[src/udf_pkg.sv]
package udf_pkg;
   // ---------------------------------------------
   // Sizes
   // ---------------------------------------------
   localparam int unsigned NUM_TERM = 5;
   localparam int unsigned FUNC_W = 6;
   localparam int unsigned FREQ_W = 16; // 0.01 Hz units

   // ---------------------------------------------
   // Timing
   // ---------------------------------------------
   localparam int unsigned CLK_MHZ = 250;
   localparam int unsigned TICK_US = 1000; // Ramp and debounce tick period
   localparam int unsigned TICK_CYC = CLK_MHZ * TICK_US;
   localparam int unsigned HOLD_S = 3; // Hybrid mode hold limit
   localparam int unsigned HOLD_TICKS = HOLD_S * 1000000 / TICK_US;
   localparam int unsigned DEB_MS = 5; // Least stable time of a terminal
   localparam int unsigned DEB_TICKS = DEB_MS * 1000 / TICK_US;

   // ---------------------------------------------
   // Terminal function codes and reset values
   // ---------------------------------------------
   localparam logic [5:0] FN_RAISE = 6'h11;
   localparam logic [5:0] FN_LOWER = 6'h12;
   localparam logic [5:0] FN_CLEAR = 6'h14;
   localparam logic [5:0] FN_SRC_SEL = 6'h1b;
   localparam logic [15:0] STEP_RST = 16'h0000;
   localparam logic [15:0] FREQ_RST = 16'h0000;

   typedef enum logic [1:0] {
      UDF_NORMAL = 2'b00,
      UDF_STEP = 2'b01,
      UDF_STEP_NORM = 2'b10
   } udf_mode_type;

   typedef enum logic [1:0] {
      UDF_HOLD = 2'b00,
      UDF_UP = 2'b01,
      UDF_DN = 2'b10
   } udf_ramp_type;
endpackage

[src/udf_debounce.sv]
`timescale 1ns/10ps
module udf_debounce (
   // Clock and reset
   input wire logic i_clk,
   input wire logic i_rst_n,
   // Tick and raw pin
   input wire logic i_tick,
   input wire logic i_pin,
   // Clean level
   output logic o_level
);
   localparam logic [3:0] DEB_LIM = 4'(udf_pkg::DEB_TICKS);

   logic sync_a;
   logic sync_b;
   logic [3:0] cnt;
   wire differs = sync_b != o_level;

   // Two-flop synchroniser, then accept only a level stable for the limit
   always_ff @(posedge i_clk) begin
      if (!i_rst_n) begin
         sync_a <= 1'b0;
         sync_b <= 1'b0;
         cnt <= 4'h0;
         o_level <= 1'b0;
      end else begin
         sync_a <= i_pin;
         sync_b <= sync_a;
         if (!differs) begin
            cnt <= 4'h0;
         end else if (i_tick) begin
            if (cnt == DEB_LIM - 4'h1) begin
               o_level <= sync_b;
               cnt <= 4'h0;
            end else begin
               cnt <= cnt + 4'h1;
            end
         end
      end
   end
endmodule

[src/udf_updown_ref.sv]
`timescale 1ns/10ps
module udf_updown_ref #(
   parameter int unsigned TICK_CYC = udf_pkg::TICK_CYC
) (
   // Clock and reset
   input wire logic I_CORE_CLK,
   input wire logic I_RST_N,
   // Terminal pins and their function codes
   input wire logic [4:0] I_TERM,
   input wire logic [29:0] I_TERM_FUNC,
   // Settings
   input wire logic [1:0] I_UD_MODE,
   input wire logic I_SAVE_EN,
   input wire logic [15:0] I_MAX_FREQ,
   input wire logic [15:0] I_STEP_FREQ,
   input wire logic I_STEP_WR,
   input wire logic [15:0] I_ACC_INC,
   input wire logic [15:0] I_DEC_INC,
   // Drive state
   input wire logic I_FORWARD_RUN_CMD,
   input wire logic I_FAULT_TRIP,
   input wire logic I_POWER_LOSS,
   input wire logic I_JOG_ACTIVE,
   input wire logic [15:0] I_JOG_FREQ,
   input wire logic [15:0] I_ANALOG_VOLTAGE_INPUT,
   // Results
   output logic [15:0] O_CMD_FREQ,
   output logic [15:0] O_SAVED_FREQ,
   output logic O_SAVED_VALID,
   output logic O_UD_ACTIVE,
   output logic O_RAMP_UP,
   output logic O_RAMP_DN
);
   localparam logic [17:0] TICK_LAST = 18'(TICK_CYC - 1);
   localparam logic [11:0] HOLD_LIM = 12'(udf_pkg::HOLD_TICKS);

   // ------------------------------------------------
   // Helpers
   // ------------------------------------------------
   // Any terminal with this code whose level is high
   function automatic logic term_fn(input logic [29:0] f, input logic [4:0] lv, input logic [5:0] code);
      logic hit;
      hit = 1'b0;
      for (int i = 0; i < 5; i++) begin
         if (f[i*6 +: 6] == code && lv[i]) begin
            hit = 1'b1;
         end
      end
      return hit;
   endfunction

   function automatic logic [15:0] sat_add(input logic [15:0] a, input logic [15:0] b, input logic [15:0] m);
      logic [16:0] s;
      s = {1'b0, a} + {1'b0, b};
      return (s > {1'b0, m}) ? m : s[15:0];
   endfunction

   function automatic logic [15:0] sat_sub(input logic [15:0] a, input logic [15:0] b);
      return (b > a) ? 16'h0000 : a - b;
   endfunction

   // ------------------------------------------------
   // Tick divider and terminal conditioning
   // ------------------------------------------------
   logic [17:0] tick_cnt;
   logic tick;
   logic [4:0] lvl;

   always_ff @(posedge I_CORE_CLK) begin
      if (!I_RST_N) begin
         tick_cnt <= 18'h00000;
         tick <= 1'b0;
      end else begin
         tick <= tick_cnt == TICK_LAST;
         tick_cnt <= (tick_cnt == TICK_LAST) ? 18'h00000 : tick_cnt + 18'h00001;
      end
   end

   for (genvar g = 0; g < 5; g++) begin : g_term
      udf_debounce u_deb (
         .i_clk(I_CORE_CLK),
         .i_rst_n(I_RST_N),
         .i_tick(tick),
         .i_pin(I_TERM[g]),
         .o_level(lvl[g])
      );
   end

   // ------------------------------------------------
   // Function decode and edges
   // ------------------------------------------------
   logic raise_q, lower_q, clear_q, run_q, fault_q, pwr_q;
   logic [11:0] up_hold, dn_hold;
   logic [15:0] ud_freq, saved, step_freq;
   udf_pkg::udf_ramp_type dir;
   udf_pkg::udf_mode_type mode;

   assign mode = udf_pkg::udf_mode_type'(I_UD_MODE);
   wire raise = term_fn(I_TERM_FUNC, lvl, udf_pkg::FN_RAISE);
   wire lower = term_fn(I_TERM_FUNC, lvl, udf_pkg::FN_LOWER);
   wire clear = term_fn(I_TERM_FUNC, lvl, udf_pkg::FN_CLEAR);
   wire sel_on = term_fn(I_TERM_FUNC, lvl, udf_pkg::FN_SRC_SEL);
   wire sel_present = term_fn(I_TERM_FUNC, 5'h1f, udf_pkg::FN_SRC_SEL);
   wire ext_follow = sel_present && !sel_on;
   wire ud_ctrl = !ext_follow;
   wire run = I_FORWARD_RUN_CMD;
   wire active = run && ud_ctrl;
   wire only_up = raise && !lower;
   wire only_dn = lower && !raise;
   wire stepping = mode == udf_pkg::UDF_STEP || mode == udf_pkg::UDF_STEP_NORM;

   // Ramp when mode 0 or 3, or mode 2 once the hold limit is reached
   wire up_ramp = active && only_up && (!stepping || (mode == udf_pkg::UDF_STEP_NORM && up_hold == HOLD_LIM));
   wire dn_ramp = active && only_dn && (!stepping || (mode == udf_pkg::UDF_STEP_NORM && dn_hold == HOLD_LIM));
   wire step_up = active && stepping && raise && !raise_q && !lower;
   wire step_dn = active && stepping && lower && !lower_q && !raise;

   // Present motion; both inputs or neither means hold
   udf_pkg::udf_ramp_type next_dir;
   assign next_dir = up_ramp ? udf_pkg::UDF_UP : (dn_ramp ? udf_pkg::UDF_DN : udf_pkg::UDF_HOLD);

   wire steady = dir == udf_pkg::UDF_HOLD;
   wire save_ev = I_SAVE_EN && steady && ((run_q && !run) || (I_FAULT_TRIP && !fault_q) || (I_POWER_LOSS && !pwr_q));
   wire restart_ev = I_SAVE_EN && O_SAVED_VALID && ((run && !run_q) || (fault_q && !I_FAULT_TRIP) || (pwr_q && !I_POWER_LOSS));
   wire clr_ev = clear && !clear_q && run && steady;

   // ------------------------------------------------
   // Edge history and hold timers
   // ------------------------------------------------
   always_ff @(posedge I_CORE_CLK) begin
      if (!I_RST_N) begin
         {raise_q, lower_q, clear_q, run_q, fault_q, pwr_q} <= 6'h00;
         up_hold <= 12'h000;
         dn_hold <= 12'h000;
         dir <= udf_pkg::UDF_HOLD;
      end else begin
         {raise_q, lower_q, clear_q, run_q, fault_q, pwr_q} <= {raise, lower, clear, run, I_FAULT_TRIP, I_POWER_LOSS};
         up_hold <= !only_up ? 12'h000 : ((tick && up_hold != HOLD_LIM) ? up_hold + 12'h001 : up_hold);
         dn_hold <= !only_dn ? 12'h000 : ((tick && dn_hold != HOLD_LIM) ? dn_hold + 12'h001 : dn_hold);
         dir <= next_dir;
      end
   end

   // ------------------------------------------------
   // Step setting, capped at maximum frequency
   // ------------------------------------------------
   always_ff @(posedge I_CORE_CLK) begin
      if (!I_RST_N) begin
         step_freq <= udf_pkg::STEP_RST;
      end else if (I_STEP_WR) begin
         step_freq <= (I_STEP_FREQ > I_MAX_FREQ) ? I_MAX_FREQ : I_STEP_FREQ;
      end
   end

   // ------------------------------------------------
   // Up-down frequency
   // ------------------------------------------------
   always_ff @(posedge I_CORE_CLK) begin
      if (!I_RST_N) begin
         ud_freq <= udf_pkg::FREQ_RST;
      end else if (ext_follow) begin
         // Track the other source so turning select on freezes here
         ud_freq <= (I_ANALOG_VOLTAGE_INPUT > I_MAX_FREQ) ? I_MAX_FREQ : I_ANALOG_VOLTAGE_INPUT;
      end else if (clr_ev) begin
         ud_freq <= udf_pkg::FREQ_RST;
      end else if (restart_ev) begin
         ud_freq <= saved;
      end else if (tick && next_dir == udf_pkg::UDF_UP) begin
         ud_freq <= sat_add(ud_freq, I_ACC_INC, I_MAX_FREQ);
      end else if (tick && next_dir == udf_pkg::UDF_DN) begin
         ud_freq <= sat_sub(ud_freq, I_DEC_INC);
      end else if (step_up) begin
         ud_freq <= sat_add(ud_freq, step_freq, I_MAX_FREQ);
      end else if (step_dn) begin
         ud_freq <= sat_sub(ud_freq, step_freq);
      end
   end

   // ------------------------------------------------
   // Saved frequency; a save wins over a clear
   // ------------------------------------------------
   always_ff @(posedge I_CORE_CLK) begin
      if (!I_RST_N) begin
         saved <= udf_pkg::FREQ_RST;
         O_SAVED_VALID <= 1'b0;
      end else if (save_ev) begin
         saved <= ud_freq;
         O_SAVED_VALID <= 1'b1;
      end else if (clr_ev) begin
         saved <= udf_pkg::FREQ_RST;
         O_SAVED_VALID <= 1'b0;
      end
   end

   // ------------------------------------------------
   // Output selection, jog first
   // ------------------------------------------------
   always_ff @(posedge I_CORE_CLK) begin
      if (!I_RST_N) begin
         O_CMD_FREQ <= udf_pkg::FREQ_RST;
         O_UD_ACTIVE <= 1'b0;
         O_RAMP_UP <= 1'b0;
         O_RAMP_DN <= 1'b0;
      end else begin
         O_CMD_FREQ <= I_JOG_ACTIVE ? I_JOG_FREQ : (ext_follow ? I_ANALOG_VOLTAGE_INPUT : ud_freq);
         O_UD_ACTIVE <= ud_ctrl && !I_JOG_ACTIVE;
         O_RAMP_UP <= next_dir == udf_pkg::UDF_UP;
         O_RAMP_DN <= next_dir == udf_pkg::UDF_DN;
      end
   end
   assign O_SAVED_FREQ = saved;
endmodule
[config.mk]
export PLATFORM = sky130hd
export DESIGN_NAME = udf_updown_ref
export DESIGN_NICKNAME = d
export VERILOG_FILES = /design/src/udf_pkg.sv /design/src/udf_debounce.sv /design/src/udf_updown_ref.sv
export SDC_FILE = /design/constraint.sdc
export NUM_CORES = 1
export LEC_CHECK = 0
export BUFFER_PORTS_ARGS = -buffer_cell sky130_fd_sc_hd__buf_4
export CAP_MARGIN = 20
export CORE_MARGIN = 8
export CORE_UTILIZATION = 53
export CTS_CLUSTER_SIZE = 30
export DETAILED_ROUTE_END_ITERATION = 10
export GPL_ROUTABILITY_DRIVEN = 1
export GPL_TIMING_DRIVEN = 0
export PLACE_DENSITY = 0.85
export SLEW_MARGIN = 20
export SYNTH_ARGS = -nofsm -noshare
export SYNTH_HDL_FRONTEND = slang
export SYNTH_SLANG_ARGS = --single-unit
[constraint.sdc]
create_clock -name I_CORE_CLK -period 4.3 [get_ports I_CORE_CLK]
set_input_delay 0.43 -clock I_CORE_CLK [delete_from_list [all_inputs] [get_ports I_CORE_CLK]]
set_output_delay 0.43 -clock I_CORE_CLK [all_outputs]
set_load 0.005 [all_outputs]
==> reports/qor.csv <==
stage,metric,value,unit
clock_network,clockRootBuffer,clkbuf_16,
power_and_ir_drop,powerDensity,311,nW/µm²
final_layout,multi_input_area,9390,µm²
final_layout,seq_area,3090,µm²
synth,syn_nets,1859,
final_layout,area_growth,28.0,%
final_layout,final_common_cell,buf_4,
setup_path,cp_common_cell,nor2_1,
detailed_routing,num_vias,13200,
timing,fin_crit,4730,ps
placed_design,dp_hpwl,35400,µm
setup_path,crit_path_end_kind,register,
grt,grt_first_pass_wirelength,70500,µm
floorplanning,die_h,169,µm
timing,fmax,0.211,GHz
grt,grt_usage,0.314,
timing,fin_skew,16.2,ps
clock_network,clk_pin_slew,70,ps
timing,grt_setup_unrepaired,yes,
detailed_routing,drc,0,
detailed_routing,drtPass1Iterations,5,
floorplanning,die-area,28600,µm²
setup_path,rr_worst_depth,21,
worst_hold_path,hp-class,in -> reg,
grt,grt_max_degree,17,
detailed_routing,drt_iter0_drc,1409,
synth,yosys_warnings,0,
synth,ys_ff_latch,152,
grt,grt-ovfl-total,0,
synth,synth_top_cell_area_share,0.245,
setup_path,crit_chain,inv_1 > ha_1 > nor2_1 > o21a_1 > or2_2 > nor4bb_2 > nor2_1 > xnor2_2 > ha_1 > o21ai_0 > nand2b_1 > a21oi_1 > nor2_1 > a2111o_1 > nor2_4 > buf_8 > buf_4 > buf_6 > o21ai_4 > a2111oi_4 > a21oi_1,
setup_path,crit_family,compound AO/OA/AOI/OAI gates,
final_layout,final_cell_mix,"buf_4 (221), nor2_1 (209), ha_1 (137), dfxtp_1 (136), a21oi_1 (124)",
setup_path,critical_path_class,reg -> reg,
synth,synth.distinct_cells,86,
detailed_routing,routed_via_density,6.13,
final_layout,num-nets-final,2105,
placed_design,gp_congestion,1.05,
synth,synthesis.area,12400,µm²
synth,ys_top_cells_by_area,"dfxtp_1 (25%), ha_1 (15%), nor2_1 (6.5%)",
detailed_routing,wirelength,46900,µm
timing,finalCritPeriodShare,1.10,
clock_network,htreeDepth,4,
setup_path,cp.buffers_inverters,4,
synth,synthesis.instances,1569,
setup_path,cp.required,4600,ps
final_layout,drive_gt1_frac,0.232,
setup_path,startpoint_type,register,
floorplanning,core.rowCount,56,
worst_hold_path,hold_depth,2,
clock_network,insertion_delay,430,ps
timing,max_slew_margin,0.370,
setup_path,cp_max_fo,8,
grt,grt_pass1_vias,12800,
synth,syn_avg_cell_area,7.91,µm²
timing,worst_slack,-429,ps
timing,hold_viol_final,0,
synth,async_flop_share,0,
final_layout,n_antenna_cell,0,
detailed_routing,antenna_left,0,
setup_path,crit_slowest_cell,a2111o_1,
grt,antenna_found_initial,1,
run_status,status,"complete, but fails checks",
power_and_ir_drop,total_power,0.00494,W
floorplanning,start_util,0.533,
timing,setup_violations,16,
setup_path,path_depth,21,
clock_network,cts_tree,done,
floorplanning,core_area,23300,µm²
synth,synth_edf_count,0,
timing,worstMarginPinSlew,937,ps
power_and_ir_drop,p_leak,6.99,nW
timing,slew_violations,0,
setup_path,max_stage_delay,480,ps
clock_network,cts_sinks,152,
final_layout,fill_cells,1899,
placed_design,pre_cts_slack,-1110,ps
run_status,violations,setup timing,
synth,synth.largest_area_cell,dfxtp_1,
detailed_routing,wire_per_inst,21.9,µm
setup_path,cp_data_arrival_time,5030,ps
job,maxCapViolations,0,
clock_network,cts.path.max_buffers,2,
power_and_ir_drop,irDropWorstVdd,0.267,mV
synth,synth-main-ff-cell,dfxtp_1,
synth,ys_seq_area_frac,0.245,
clock_network,cts_buffers,17,
floorplanning,fp.dieW,169,µm
floorplanning,io_pins,177,
placed_design,numPortBuffers,175,
## repair_timing
item	CTS	global route
gates cloned	1	0
pin swaps	50	54
gates resized for setup	101	68
endpoints found under the setup margin	16	16
hold buffers	0	0
setup buffers	37	22
## registers in the layout (all words and copies together) (netlist names), 2 cells and up
name and flops:
dir 2, step_freq 16, tick_cnt 18, dn_hold 12, O_CMD_FREQ 16, O_SAVED_FREQ 16
g_term.u_deb.cnt 20, g_term.u_deb.o_level 5, ud_freq 16, up_hold 12, g_term.u_deb.sync_a 5, g_term.u_deb.sync_b 5
## routing by layer
metal  track usage  wire length, µm  share of wire  up-vias
met2         0.534            22000           0.47      673
met1         0.372            18200           0.39     6235
li1              -                -              -     6099
met5             0                0              0        -
met4         0.162             2510          0.053        0
met3        0.0617             4210          0.090      147
## power by group
part / total (W) / internal, W / leakage, nW / switching [W]
clock: 0.00146 / 0.000754 / 0.265 / 0.000704
sequential: 0.00154 / 0.00146 / 1.25 / 0.0000816
combinational: 0.00194 / 0.000879 / 5.47 / 0.00107
## worst paths after layout
check,slack [ps],startpoint,to
setup / recovery,-430,step_freq[11],ud_freq[13]
hold / removal,200,I_TERM[4],g_term[4].u_deb.sync_a
setup reg to reg,-430,step_freq[11],ud_freq[13]
hold reg to reg,440,g_term[4].u_deb.sync_a,g_term[4].u_deb.sync_b
## Yosys cell counts (45+ instances only)
cell type / number
a21oi_1: 138
clkbuf_1: 45
dfxtp_1: 152
ha_1: 145
inv_1: 105
mux2i_1: 67
nand2_1: 90
nand3_1: 62
nor2_1: 214
o21ai_0: 53
xnor2_1: 56
xor2_1: 49
## logic make-up (layout without fill, tap and decap cells)
family          Yosys count  in the layout  share of synthesized area
compound gates          366            366                      0.194
xor+xnor                105            105                     0.0741
fa+ha+maj               149            149                      0.153
buf+inv                 170            427                     0.0546
flops                   152            152                      0.245
mux                      68             68                     0.0550
simple gates            559            559                      0.225
## cell type report
class | instances | area share
plain buffers | 59 | 0.0165
clock buffers | 17 | 0.0268
clock inverters | 13 | 0.00717
inverters | 106 | 0.0251
multi-input cells | 1247 | 0.591
flip-flops and latches | 152 | 0.194
well taps | 319 | 0.0251
repair buffers | 232 | 0.114
## stage by stage
stage                     setup TNS (ps)  utilization  std cells  instance area [µm²]  hold WS [ps]
final                              -5370        0.683       2145                15900           201
after CTS                          -4220        0.663       2129                15400           201
after floorplan                    -14.7            -       1569                12400           412
after global placement            -13540        0.609       2063                14200           421
after global routing               -7280        0.683       2145                15900           199
after detailed placement          -14260        0.609       2063                14200           424
## worst register-to-register path, cell delays in order (launching register included)
cell and delay [ps]:
dfxtp_1 420, inv_1 70, ha_1 470, nor2_1 110, o21a_1 140, or2_2 310, nor4bb_2 340, nor2_1 140
xnor2_2 270, ha_1 320, o21ai_0 170, nand2b_1 70, a21oi_1 160, nor2_1 70, a2111o_1 480, nor2_4 150
buf_8 140, buf_4 120, buf_6 100, o21ai_4 60, a2111oi_4 360, a21oi_1 110
No activity file was read; power rests on OpenSTA's default activity.
